===== src/include/sad_pkg.sv =====
/*
 * Shared definitions of the system address decoder: the region map,
 * the populated memory sizes, region and error encodings, and the
 * request and response carriers.
 * Assumes a 32-bit byte-addressed system bus with one request per cycle.
 */
package sad_pkg;

   localparam int ADDR_WIDTH = 32;

   // Region codes; the first seven have select lines, all but SAD_EXT_DEVICE with a real target
   typedef enum logic [2:0] {
      SAD_CODE        = 3'h0,
      SAD_SRAM        = 3'h1,
      SAD_PERIPHERAL  = 3'h2,
      SAD_SERIAL_MEM  = 3'h3,
      SAD_EXT_DEVICE  = 3'h4,
      SAD_PRIVATE_BUS = 3'h5,
      SAD_SYSTEM      = 3'h6,
      SAD_UNMAPPED    = 3'h7
   } sad_region_type;

   localparam int TARGET_COUNT = 7;

   // Region bounds, inclusive
   localparam logic [31:0] CODE_BASE        = 32'h0000_0000;
   localparam logic [31:0] CODE_LAST        = 32'h1FFF_FFFF;
   localparam logic [31:0] SRAM_BASE        = 32'h2000_0000;
   localparam logic [31:0] SRAM_LAST        = 32'h3FFF_FFFF;
   localparam logic [31:0] PERIPHERAL_BASE  = 32'h4000_0000;
   localparam logic [31:0] PERIPHERAL_LAST  = 32'h5FFF_FFFF;
   localparam logic [31:0] SERIAL_MEM_BASE  = 32'h6000_0000;
   localparam logic [31:0] SERIAL_MEM_LAST  = 32'h8FFF_FFFF;
   localparam logic [31:0] EXT_DEVICE_BASE  = 32'hA000_0000;
   localparam logic [31:0] EXT_DEVICE_LAST  = 32'hDFFF_FFFF;
   localparam logic [31:0] PRIVATE_BUS_BASE = 32'hE000_0000;
   localparam logic [31:0] PRIVATE_BUS_LAST = 32'hE00F_FFFF;
   localparam logic [31:0] SYSTEM_LAST      = 32'hFFFF_FFFF;

   // Populated sizes and the lowest legal start of system registers
   localparam logic [31:0] ROM_BASE            = 32'h0000_0000;
   localparam logic [31:0] ROM_SIZE_DEFAULT    = 32'h0001_0000;
   localparam logic [31:0] RAM_SIZE_DEFAULT    = 32'h0004_0000;
   localparam logic [31:0] SYSTEM_BASE_MIN     = 32'hE010_0000;
   localparam logic [31:0] SYSTEM_BASE_DEFAULT = 32'hE010_0000;

   // Access width; byte, halfword and word are legal, SAD_WIDE is refused
   typedef enum logic [1:0] {
      SAD_BYTE = 2'h0,
      SAD_HALF = 2'h1,
      SAD_WORD = 2'h2,
      SAD_WIDE = 2'h3
   } sad_size_type;

   // Reason for a bus error answer
   typedef enum logic [2:0] {
      SAD_CAUSE_NONE     = 3'h0,
      SAD_CAUSE_UNMAPPED = 3'h1,
      SAD_CAUSE_HOLE     = 3'h2,
      SAD_CAUSE_FETCH    = 3'h3,
      SAD_CAUSE_SIZE     = 3'h4
   } sad_cause_type;

   localparam int ERROR_COUNT_WIDTH = 8;

   typedef struct packed {
      logic         valid;
      logic [31:0]  addr;
      logic         fetch;
      logic         write;
      sad_size_type size;
   } sad_request_type;

   typedef struct packed {
      logic           valid;
      logic           error;
      sad_region_type region;
      sad_cause_type  cause;
      logic [31:0]    offset;
      logic [31:0]    addr;
      logic           fetch;
      logic           write;
      sad_size_type   size;
   } sad_response_type;

endpackage


===== src/hdl/sad_region_lookup.sv =====
/*
 * Combinational region lookup: region, hole and execute permission
 * of one address, plus its offset from the base of any region with a target.
 * Assumes the parameters were checked by the instantiating module.
 */
module sad_region_lookup #(
   parameter logic [31:0] ROM_SIZE    = sad_pkg::ROM_SIZE_DEFAULT,
   parameter logic [31:0] RAM_SIZE    = sad_pkg::RAM_SIZE_DEFAULT,
   parameter logic [31:0] SYSTEM_BASE = sad_pkg::SYSTEM_BASE_DEFAULT
) (
   input  wire logic [31:0]             addr,
   output sad_pkg::sad_region_type      region,
   output logic                         in_hole,
   output logic                         exec_allowed,
   output logic [31:0]                  offset
);

   // Inclusive range test, used for every region
   function automatic logic in_range(input logic [31:0] a,
                                     input logic [31:0] base,
                                     input logic [31:0] last);
      in_range = (a >= base) && (a <= last);
   endfunction

   // Upper address bits pick exactly one region
   always_comb begin
      region = sad_pkg::SAD_UNMAPPED;
      if (in_range(addr, sad_pkg::CODE_BASE, sad_pkg::CODE_LAST)) begin
         region = sad_pkg::SAD_CODE;
      end else if (in_range(addr, sad_pkg::SRAM_BASE,
                            sad_pkg::SRAM_LAST)) begin
         region = sad_pkg::SAD_SRAM;
      end else if (in_range(addr, sad_pkg::PERIPHERAL_BASE,
                            sad_pkg::PERIPHERAL_LAST)) begin
         region = sad_pkg::SAD_PERIPHERAL;
      end else if (in_range(addr, sad_pkg::SERIAL_MEM_BASE,
                            sad_pkg::SERIAL_MEM_LAST)) begin
         region = sad_pkg::SAD_SERIAL_MEM;
      end else if (in_range(addr, sad_pkg::EXT_DEVICE_BASE,
                            sad_pkg::EXT_DEVICE_LAST)) begin
         region = sad_pkg::SAD_EXT_DEVICE;
      end else if (in_range(addr, sad_pkg::PRIVATE_BUS_BASE,
                            sad_pkg::PRIVATE_BUS_LAST)) begin
         region = sad_pkg::SAD_PRIVATE_BUS;
      end else if (in_range(addr, SYSTEM_BASE,
                            sad_pkg::SYSTEM_LAST)) begin
         region = sad_pkg::SAD_SYSTEM;
      end
   end

   // Holes past the populated ROM and RAM
   always_comb begin
      in_hole = 1'b0;
      case (region)
         sad_pkg::SAD_CODE: in_hole = (addr - sad_pkg::ROM_BASE)
                                      >= ROM_SIZE;
         sad_pkg::SAD_SRAM: in_hole = (addr - sad_pkg::SRAM_BASE)
                                      >= RAM_SIZE;
         default:           in_hole = 1'b0;
      endcase
   end

   // Only code, RAM and serial memory may hold instructions
   always_comb begin
      case (region)
         sad_pkg::SAD_CODE,
         sad_pkg::SAD_SRAM,
         sad_pkg::SAD_SERIAL_MEM: exec_allowed = 1'b1;
         default:                 exec_allowed = 1'b0;
      endcase
   end

   // Offset from the region base, raw address when unmapped or in the external device region
   always_comb begin
      case (region)
         sad_pkg::SAD_CODE:        offset = addr - sad_pkg::CODE_BASE;
         sad_pkg::SAD_SRAM:        offset = addr - sad_pkg::SRAM_BASE;
         sad_pkg::SAD_PERIPHERAL:  offset = addr - sad_pkg::PERIPHERAL_BASE;
         sad_pkg::SAD_SERIAL_MEM:  offset = addr - sad_pkg::SERIAL_MEM_BASE;
         sad_pkg::SAD_PRIVATE_BUS: offset = addr - sad_pkg::PRIVATE_BUS_BASE;
         sad_pkg::SAD_SYSTEM:      offset = addr - SYSTEM_BASE;
         default:                  offset = addr;
      endcase
   end

endmodule


===== src/hdl/sad_decoder.sv =====
/*
 * System address decoder: sorts each bus request into one target
 * region, checks fetch permission and access width, and answers with
 * a registered target select or a bus error, one cycle later.
 * Assumes requests come from logic on the same clock, at most one per
 * cycle, and that the selected target does the actual data transfer.
 */
module sad_decoder #(
   parameter logic [31:0] ROM_SIZE    = sad_pkg::ROM_SIZE_DEFAULT,
   parameter logic [31:0] RAM_SIZE    = sad_pkg::RAM_SIZE_DEFAULT,
   parameter logic [31:0] SYSTEM_BASE = sad_pkg::SYSTEM_BASE_DEFAULT
) (
   input  wire logic                                    clock,
   input  wire logic                                    reset,
   input  wire logic                                    enable,
   input  wire sad_pkg::sad_request_type                request,
   output sad_pkg::sad_response_type                    response,
   output logic [sad_pkg::TARGET_COUNT-1:0]             target_select,
   output logic [31:0]                                  error_address,
   output sad_pkg::sad_cause_type                       error_cause,
   output logic                                         error_fetch,
   output logic [sad_pkg::ERROR_COUNT_WIDTH-1:0]        error_count
);

   // Refuse sizes that break the hole test or overlap other regions
   if (ROM_SIZE == 32'h0000_0000 ||
       ROM_SIZE > (sad_pkg::CODE_LAST - sad_pkg::CODE_BASE)) begin : g_rom
      $error("ROM size must be nonzero and fit the code region");
   end
   if (RAM_SIZE == 32'h0000_0000 ||
       RAM_SIZE > (sad_pkg::SRAM_LAST - sad_pkg::SRAM_BASE)) begin : g_ram
      $error("RAM size must be nonzero and fit the SRAM region");
   end
   if (SYSTEM_BASE < sad_pkg::SYSTEM_BASE_MIN) begin : g_sys
      $error("System register base overlaps the private bus");
   end

   // Decoded view of the incoming address
   sad_pkg::sad_region_type decoded_region;
   logic                    decoded_hole;
   logic                    decoded_exec;
   logic [31:0]             decoded_offset;

   // Verdict for the incoming request
   logic                    next_error;
   sad_pkg::sad_cause_type  next_cause;
   logic [sad_pkg::TARGET_COUNT-1:0] next_target_select;

   sad_region_lookup #(
      .ROM_SIZE    (ROM_SIZE),
      .RAM_SIZE    (RAM_SIZE),
      .SYSTEM_BASE (SYSTEM_BASE)
   ) u_lookup (
      .addr         (request.addr),
      .region       (decoded_region),
      .in_hole      (decoded_hole),
      .exec_allowed (decoded_exec),
      .offset       (decoded_offset)
   );

   // A region with a real target behind it
   function automatic logic has_target(input sad_pkg::sad_region_type r);
      case (r)
         sad_pkg::SAD_EXT_DEVICE,
         sad_pkg::SAD_UNMAPPED: has_target = 1'b0;
         default:               has_target = 1'b1;
      endcase
   endfunction

   // Error verdict; address faults outrank fetch and width faults
   always_comb begin
      next_error = 1'b0;
      next_cause = sad_pkg::SAD_CAUSE_NONE;
      if (!has_target(decoded_region)) begin
         next_error = 1'b1;
         next_cause = sad_pkg::SAD_CAUSE_UNMAPPED;
      end else if (decoded_hole) begin
         next_error = 1'b1;
         next_cause = sad_pkg::SAD_CAUSE_HOLE;
      end else if (request.fetch && !decoded_exec) begin
         next_error = 1'b1;
         next_cause = sad_pkg::SAD_CAUSE_FETCH;
      end else if (request.size == sad_pkg::SAD_WIDE) begin
         // No alias or wide form exists, so refuse it outright
         next_error = 1'b1;
         next_cause = sad_pkg::SAD_CAUSE_SIZE;
      end
   end

   // One select line per target, never more than one high
   for (genvar i = 0; i < sad_pkg::TARGET_COUNT; i++) begin : g_select
      assign next_target_select[i] = request.valid && !next_error &&
         (decoded_region == sad_pkg::sad_region_type'(i));
   end

   // Registered target select, held while the clock enable is low
   always_ff @(posedge clock) begin
      if (reset) begin
         target_select <= '0;
      end else if (enable) begin
         target_select <= next_target_select;
      end
   end

   // Answer to the master, one cycle after the request
   always_ff @(posedge clock) begin
      if (reset) begin
         response <= '0;
      end else if (enable) begin
         response.valid  <= request.valid;
         response.error  <= request.valid && next_error;
         response.region <= decoded_region;
         response.cause  <= next_cause;
         response.offset <= decoded_offset;
         // Address and width pass untouched: no bit alias rewrite
         response.addr   <= request.addr;
         response.fetch  <= request.fetch;
         response.write  <= request.write;
         response.size   <= request.size;
      end
   end

   // Fault log of the most recent refused access
   always_ff @(posedge clock) begin
      if (reset) begin
         error_address <= '0;
         error_cause   <= sad_pkg::SAD_CAUSE_NONE;
         error_fetch   <= 1'b0;
      end else if (enable && request.valid && next_error) begin
         error_address <= request.addr;
         error_cause   <= next_cause;
         error_fetch   <= request.fetch;
      end
   end

   // Saturating fault count; wrapping would hide a flood of faults
   always_ff @(posedge clock) begin
      if (reset) begin
         error_count <= '0;
      end else if (enable && request.valid && next_error &&
                   error_count != '1) begin
         error_count <= error_count + 1'b1;
      end
   end

endmodule


===== config.mk =====
export PLATFORM = sky130hd
export DESIGN_NAME = sad_decoder
export DESIGN_NICKNAME = d
export VERILOG_FILES = /design/src/include/sad_pkg.sv /design/src/hdl/sad_region_lookup.sv /design/src/hdl/sad_decoder.sv
export SDC_FILE = /design/constraint.sdc
export NUM_CORES = 1
export LEC_CHECK = 0
export CAP_MARGIN = 20
export CORE_UTILIZATION = 30
export CTS_CLUSTER_DIAMETER = 30
export DETAILED_ROUTE_END_ITERATION = 16
export DONT_BUFFER_PORTS = 1
export PLACE_DENSITY = 0.5
export SLEW_MARGIN = 10
export SYNTH_ARGS = -nofsm -noshare
export SYNTH_HDL_FRONTEND = slang
export SYNTH_SLANG_ARGS = --single-unit

===== constraint.sdc =====
create_clock -name clock -period 3.8 [get_ports clock]
set_input_delay 0.57 -clock clock [delete_from_list [all_inputs] [get_ports clock]]
set_output_delay 0.57 -clock clock [all_outputs]
set_load 0.1 [all_outputs]

* Word level (Yosys, flattened, before mapping)
Cells that the tools add are included. W data, S select, Z words.
Storage, ports and cells: register bits after elaboration 127, output and inout bits 127, word-level logic and storage cells 88
Cells by class: reduce and logical (&&, ||, !) cells 25, eq/ne operators 9, muxes and demuxes 18, $lt $le $gt $ge 16, add/subtract/negate cells 6
Operators with widths (count):
- $pmux W32 S5 | 1
- $le A32 B32 Y1 const B | 4
- $ge A32 B32 Y1 const B | 3
- $ge A32 B31 Y1 const B | 2
- $sub A32 B31 Y32 const B | 2
- $sub A32 B32 Y32 const B | 2
- $ge A32 B1 Y1 const B | 1
- $ge A32 B17 Y1 const B | 1
- $ge A32 B19 Y1 const B | 1
- $ge A32 B30 Y1 const B | 1
- $le A32 B29 Y1 const B | 1
- $le A32 B30 Y1 const B | 1
- $le A32 B31 Y1 const B | 1
- $sub A32 B30 Y32 const B | 1
- $mux W3 | 10
- $logic_and A1 B1 Y1 | 20
- $eq A3 B3 Y1 const B | 4
- $add A8 B1 Y8 const B | 1
- $ne A8 B8 Y1 const B | 1
- $eq A3 B2 Y1 const B | 2
- $mux W1 | 6
- $eq A3 B1 Y1 const B | 1
- $logic_not A3 Y1 | 1
- $reduce_or A3 Y1 | 1
- 4 further kinds | 5

* Logic depth before layout (Yosys ltp)
Gate-level depths: netlist of the first run.
word-level depth 20, depth in mapped cells 14

* Cells and area by module
A second synthesis of the first run with hierarchy kept.
Unflattened totals: cell total of the unflattened synthesis 648, area, all modules 5764.3 um2
By module, submodules not included:
- sad_decoder | times used 1, sequential area each 2542.4 um2, area an instance 4733.3 um2, cells each 499
- sad_region_lookup | times used 1, sequential area each 0.0 um2, area an instance 1031.0 um2, cells each 149

* Worst setup path before layout of the first run
No wires, ideal clock.
path type input -> register, start point input port request[13] (netlist bit), end point register error_count[4] (netlist bit), path buffers 1, stages 10, arrival 3206 ps, data required time 3679 ps, library setup time 121 ps, path slack 473 ps, cells stage by stage or4_1 or3_1 o41a_1 a211oi_4 o211ai_2 a31oi_1 a21oi_1 buf_6 nor3_1 mux2_2
On the way: cells in the longest elaborated chain, start to end 19
RTL lines:
- from (decl) | RTL line sad_decoder.sv:16 | input wire sad_pkg::sad_request_type request,
- $ge A32 B32 Y1 or $le A32 B32 Y1 (tied branches) | RTL line sad_region_lookup.sv:22 | in_range = (a >= base) && (a <= last);
- $logic_and A1 B1 Y1 | RTL line sad_region_lookup.sv:22
- $mux W1 | RTL line sad_region_lookup.sv:45 | end else if (in_range(addr, SYSTEM_BASE,
- $mux W3 | RTL line sad_region_lookup.sv:42 | end else if (in_range(addr, sad_pkg::PRIVATE_BUS_BASE,
- $mux W3 | RTL line sad_region_lookup.sv:39 | end else if (in_range(addr, sad_pkg::EXT_DEVICE_BASE,
- $mux W3 | RTL line sad_region_lookup.sv:36 | end else if (in_range(addr, sad_pkg::SERIAL_MEM_BASE,
- $mux W3 | RTL line sad_region_lookup.sv:33 | end else if (in_range(addr, sad_pkg::PERIPHERAL_BASE,
- $mux W3 | RTL line sad_region_lookup.sv:30 | end else if (in_range(addr, sad_pkg::SRAM_BASE,
- [... 2 more ...]
- $reduce_or A3 Y1 | RTL line sad_region_lookup.sv:65 | case (region)
- $mux W1 | RTL line sad_region_lookup.sv:65
- $logic_not A1 Y1 | RTL line sad_decoder.sv:80 | end else if (request.fetch && !decoded_exec) begin
- $logic_and A1 B1 Y1 | RTL line sad_decoder.sv:80
- $mux W1 | RTL line sad_decoder.sv:80
- $mux W1 | RTL line sad_decoder.sv:77 | end else if (decoded_hole) begin
- $mux W1 (*) | RTL line sad_decoder.sv:74 | if (!has_target(decoded_region)) begin
- $logic_and A1 B1 Y1 (*) (2 in a row) | RTL line sad_decoder.sv:140 | end else if (enable && request.valid && next_error &&
- to (signal assigned) | RTL line sad_decoder.sv:142 | error_count <= error_count + 1'b1;
- to (decl) | RTL line sad_decoder.sv:22 | output logic [sad_pkg::ERROR_COUNT_WIDTH-1:0] error_count
Mark *: on every way between the ends. The rest lies on a longest branch, timed or not. A chain may end at the register's enable or synchronous reset.

* Worst setup path after layout of the first run
start point input port request[8] (netlist bit), end point register error_address[26]
On the way: cells in the longest elaborated chain, start to end 18
RTL lines:
- $ge A32 B32 Y1 or $le A32 B32 Y1 (tied branches) | RTL line sad_region_lookup.sv:22
- $logic_and A1 B1 Y1 | RTL line sad_region_lookup.sv:22
- $mux W1 | RTL line sad_region_lookup.sv:45
- $mux W3 | RTL line sad_region_lookup.sv:42
- $mux W3 | RTL line sad_region_lookup.sv:39
- $mux W3 | RTL line sad_region_lookup.sv:36
- $mux W3 | RTL line sad_region_lookup.sv:33
- $mux W3 | RTL line sad_region_lookup.sv:30
- [... 2 more ...]
- $reduce_or A3 Y1 | RTL line sad_region_lookup.sv:65
- $mux W1 | RTL line sad_region_lookup.sv:65
- $logic_not A1 Y1 | RTL line sad_decoder.sv:80
- $logic_and A1 B1 Y1 | RTL line sad_decoder.sv:80
- $mux W1 | RTL line sad_decoder.sv:80
- $mux W1 | RTL line sad_decoder.sv:77
- $mux W1 (*) | RTL line sad_decoder.sv:74
- $logic_and A1 B1 Y1 (*) | RTL line sad_decoder.sv:129 | end else if (enable && request.valid && next_error) begin
- to (signal assigned) | RTL line sad_decoder.sv:130 | error_address <= request.addr;
- to (decl) | RTL line sad_decoder.sv:19 | output logic [31:0] error_address,
Marked as above.

==> results of run 1 <==
## power breakdown
group | switching, uW | internal, uW
registers | 585 | 1190
clock network | 455 | 527
logic | 155 | 129
total | 1200 | 1840
## state kept, by name (all words and copies together) (netlist names)
| name | cells |
|---|---|
| error_cause | 3 |
| response | 56 |
| target_select | 7 |
| error_fetch | 1 |
| error_count | 8 |
| error_address | 32 |
## layer usage
layer	up-vias	GRT usage, %	part of all wire (%)
met4	0	4.78	1.1
met1	1899	20.6	44
li1	1937	-	-
met2	170	27.5	45
met5	-	0	0
met3	12	6.81	9.4
## area by class of cell
| type | count | area [um^2] |
|---|---|---|
| clock buffers | 10 | 229 |
| well taps | 220 | 275 |
| fillers | 1747 | 10900 |
| flip-flops and latches | 107 | 2170 |
| repair buffers | 26 | 208 |
| inverters | 13 | 48.8 |
| clock inverters | 6 | 78.8 |
| multi-input cells | 391 | 2580 |
## final timing paths
kind	from	endpoint	slack [ns]	cells past startpoint
setup reg to reg	error_count[1]$_SDFFE_PP0P_	error_count[4]$_SDFFE_PP0P_	1.79	8
hold / removal	reset	response[64]$_SDFFE_PP0P_	0.27	1
hold reg to reg	error_count[7]$_SDFFE_PP0P_	error_count[7]$_SDFFE_PP0P_	0.62	2
setup / recovery	request[8]	error_address[26]$_SDFFE_PP0P_	0.42	10
## logic make-up after synthesis
family	after synthesis
AO/OA/AOI/OAI	90
XOR/XNOR	6
adder cells (fa/ha/maj)	12
buffers and inverters	63
flip-flops	107
multiplexers	76
AND/OR/NAND/NOR	207
## Yosys cell counts (all sizes together), types with 9 or more instances
cell,instances,area share (%)
a21oi,16,1.6
buf,33,4.7
clkbuf,17,1.3
dfxtp,107,42
ha,12,3.0
inv,13,0.96
mux2i,73,14
nand2,40,3.0
nand2b,11,1.4
nand3,14,1.4
nor2,98,7.3
nor3,9,0.89
o21ai,15,1.5
## per-stage QoR
stage,std cells,setup slack [ns],power [uW]
after global routing,773,0.268,3150
after floorplan,561,0.473,2040
final,773,0.420,3040
after global placement,757,0.117,2070
after CTS,773,0.436,3070
after detailed placement,757,0.0653,2080
==> results.cfg, run 1 <==
[setup_path]
path_cells = or4_1, or3_1, o41a_1, a211o_1, o211ai_2, a311oi_1, a21oi_4, buf_4, mux2i_1, nor2_1
start_kind = input pin
cpPeakStageDelay_ns = 0.53
cp_max_fo = 13
crit_buf_inv = 1
critical_path_class = input pin to flop
arrival_ns = 3.63
cp_top_family = compound AO/OA/AOI/OAI gates
cp-end-kind = flop
cpMaxStageDelayCell = or4_1
critPathRequiredTime_ns = 4.05

[cells_and_area]
utilization_pct = 33.8
final_common_cell = nor2_1
drive_gt1_share_pct = 13.9
num_antenna_cells = 0
design_area_mm2 = 0.00559
nets = 600
area_delta_synth_final_pct = 10.4
final_cell_mix = nor2_1, dfxtp_1, mux2i_1, nand2_1, buf_4

[grt]
antenna_found_initial = 0
grt_pass1_wl_um = 22600
first_global_vias = 3927
grt_max_degree = 100
track_usage_pct = 16.9
overflow = 0

[synthesis]
synth_seq_cells = 107
synthFlopType = dfxtp_1
avgSynthCellArea_um2 = 9.03
synth_compound_area_share_pct = 13.3
synth_cells = 561
synth_simple_gate_area_share_pct = 18.4
synth-adder-area-share_pct = 2.96
synth_top_family_by_area = simple AND/OR/NAND/NOR gates
synth_mux_area_share_pct = 15.1
async_reset_ff_share_pct = 0
yosysWarningCount = 0
netlist_area_mm2 = 0.00507
seq_area_frac_synth_pct = 42.3
synth-edff-count = 0
synth_xor_area_share_pct = 1.04
synth_nets = 613
post_synth_num_cell_types = 58

[sta]
hold_ws_ns = 0.271
worst_pin_slew_ns = 1.06
setup_tns_ns = 0
max_freq_mhz = 296
finalCritPeriodShare_pct = 88.9
rsz0062_at_grt = no
finClkSkew_ns = 0.00586
finalHoldViolCount = 0
setup_viol = 0
post-route-min-period_ns = 3.38
max-slew-margin-rel_pct = 29.5
slew_viol_final = 0

[clocking]
cts_tree = yes
postCtsResizedCells = 0
clock_latency_ns = 0.35
cts_max_level = 3
cts.sinks = 107
hold_buffers = 0
clockBufferDepth = 2
post_cts_buffers = 0
clock_tree.root_cell = clkbuf_16
clkTransAtPathRegs_ns = 0.07
cts_buffers = 9

[placed_design]
dpl-instance-area_mm2 = 0.00528
place.gp.congestion = 0.861
dpl.hpwl_um = 10600
io_buffer_count = 0

[floorplanning]
start_util_pct = 30.7
die_y_um = 132
die_w_um = 132
core_mm2 = 0.0165
rows = 47
die_area_mm2 = 0.0174
io_pins = 167

[drt]
routedWlPerCell_um = 18.7
routed_wl_um = 14500
dr.pass1.iters = 4
antenna_left = 0
initialDrtViolationCount = 204
vias_per_cell = 5.20
vias = 4018
post-route-drc-count = 0

[power]
ir_worst_vdd_mv = 0.355
p_leak_uw = 0.00237
powerDensity_mw_per_mm2 = 543

[status]
status = complete, no violations

[worst_hold_path]
hp-class = input pin to flop

[job]
cap_violations = 0
Power figures use the tool's default switching activity.
==> run 2: changes to the inputs <==
--- a/config.mk
+++ b/config.mk
@@ -10,7 +10,7 @@
 export CTS_CLUSTER_DIAMETER = 30
 export DETAILED_ROUTE_END_ITERATION = 16
 export DONT_BUFFER_PORTS = 1
-export PLACE_DENSITY = 0.5
+export PLACE_DENSITY = 0.52
 export SLEW_MARGIN = 10
 export SYNTH_ARGS = -nofsm -noshare
 export SYNTH_HDL_FRONTEND = slang
==> results.cfg, run 2 (same netlist as run 1, synthesis figures left out) <==
[status]
status = complete, no violations

[worst_hold_path]
hp-class = input pin to flop
hold_path_startpoint = reset

[clocking]
hold_buffers = 0
clock_latency_ns = 0.35
clkTransAtPathRegs_ns = 0.08
clock_tree.root_cell = clkbuf_16
post_cts_buffers = 0
cts.sinks = 107
cts_buffers = 9
cts_tree = yes
cts_max_level = 3
clockBufferDepth = 2
postCtsResizedCells = 0

[drt]
antenna_left = 0
initialDrtViolationCount = 183
wl_met2_um = 6410
wl_met3_um = 1470
post-route-drc-count = 0
routedWlPerCell_um = 18.9
met1_length_um = 6430
vias_per_cell = 5.22
routed_wl_um = 14600
vias = 4017
top_layer = met4
dr.pass1.iters = 4

[floorplanning]
rows = 47
die_y_um = 132
die_area_mm2 = 0.0174
die_w_um = 132
core_mm2 = 0.0165
io_pins = 167
start_util_pct = 30.7

[cells_and_area]
area_delta_synth_final_pct = 9.73
regMostFlops = response
drive_gt1_share_pct = 13.5
n_fill_cell = 1695
design_area_mm2 = 0.00556
final_common_cell = nor2_1
num_antenna_cells = 0
largest_reg_flops = 56
reg_top3 = response (56), error_address (32), error_count (8)
final_cell_mix = nor2_1, dfxtp_1, mux2i_1, nand2_1, buf_4
nets = 597

[setup_path]
rr_startpoint = error_count[0]$_SDFFE_PP0P_
cp_max_fo = 33
arrival_ns = 3.57
critical_path_class = input pin to flop
critPathRequiredTime_ns = 4.05
critPathLaunch = request[13]
cp-end-kind = flop
start_kind = input pin

[power]
p_leak_uw = 0.00234
powerDensity_mw_per_mm2 = 534
p_total_uw = 2970
ir_worst_vdd_mv = 0.230

[placed_design]
dpl.hpwl_um = 10600
dpl-instance-area_mm2 = 0.00527
io_buffer_count = 0
place.gp.congestion = 0.854

[sta]
finClkSkew_ns = 0.00334
worst_pin_slew_ns = 1.08
hold_ws_ns = 0.282
rsz0062_at_grt = no
max_freq_mhz = 301
finalCritPeriodShare_pct = 87.4
setup_tns_ns = 0
setup_viol = 0
finalHoldViolCount = 0
post-route-min-period_ns = 3.32
max-slew-margin-rel_pct = 27.8
slew_viol_final = 0

[job]
cap_violations = 0

[grt]
first_global_vias = 4008
overflow = 0
antenna_found_initial = 0
grt_pass1_wl_um = 23100
grt_max_degree = 100
track_usage_pct = 17.0
## run 2: changes by cell type in the layout (fill, tap and decap cells not counted), sizes merged
| cell | previous run | this run |
|---|---|---|
| inv | 17 | 16 |
| buf | 26 | 23 |
| clkinv | 1 | 2 |
| clkinvlp | 0 | 1 |
| bufinv | 1 | 0 |
## run 2: through the flow
stage	setup slack [ns]	util [%]	instances
6_report	0.479	33.6	770
5_1_grt	0.334	33.6	770
2_1_floorplan	0.473	-	561
3_3_place_gp	0.148	31.9	754
4_1_cts	0.495	33.6	770
3_5_place_dp	0.123	31.9	754
## run 2: final cells by class
type	count	area (um^2)	area share, %
Inverter	13	48.8	0.878
Clock inverter	6	56.3	1.01
Multi-Input combinational cell	391	2580	46.5
Timing Repair Buffer	23	198	3.56
Sequential cell	107	2170	39.0
Clock buffer	10	229	4.12
Tap cell	220	275	4.95
## run 2: path summary, 6_finish.rpt
check,cells past startpoint,slack [ns],endpoint
worst max-delay path,11,0.48,error_address[4]$_SDFFE_PP0P_
worst min-delay path,1,0.28,response[74]$_SDFFE_PP0P_
worst max register to register,8,1.76,error_count[4]$_SDFFE_PP0P_
worst min register to register,3,0.72,error_count[1]$_SDFFE_PP0P_
## run 2: critical path, stage by stage
cell and delay [ns]:
or4_1 0.52, or3_1 0.43, o41a_1 0.44, a211o_1 0.34, o211ai_2 0.14, a311oi_1 0.13, buf_4 0.16, a21oi_4 0.21
buf_12 0.29, mux2i_1 0.25, nor2_1 0.07
## run 2: power by group
group          switching (uW)  total [uW]  leakage (uW)  internal [uW]
combinational             156         285       0.00132            129
sequential                585        1770      0.000884           1190
clock                     452         911      0.000137            459
total                    1190        2970       0.00234           1770
## run 2: metal layers
layer	up-vias	GRT usage [%]
li1	1929	-
met1	1882	21.9
met2	190	26.0
met3	16	6.07
met4	0	6.52
met5	-	0
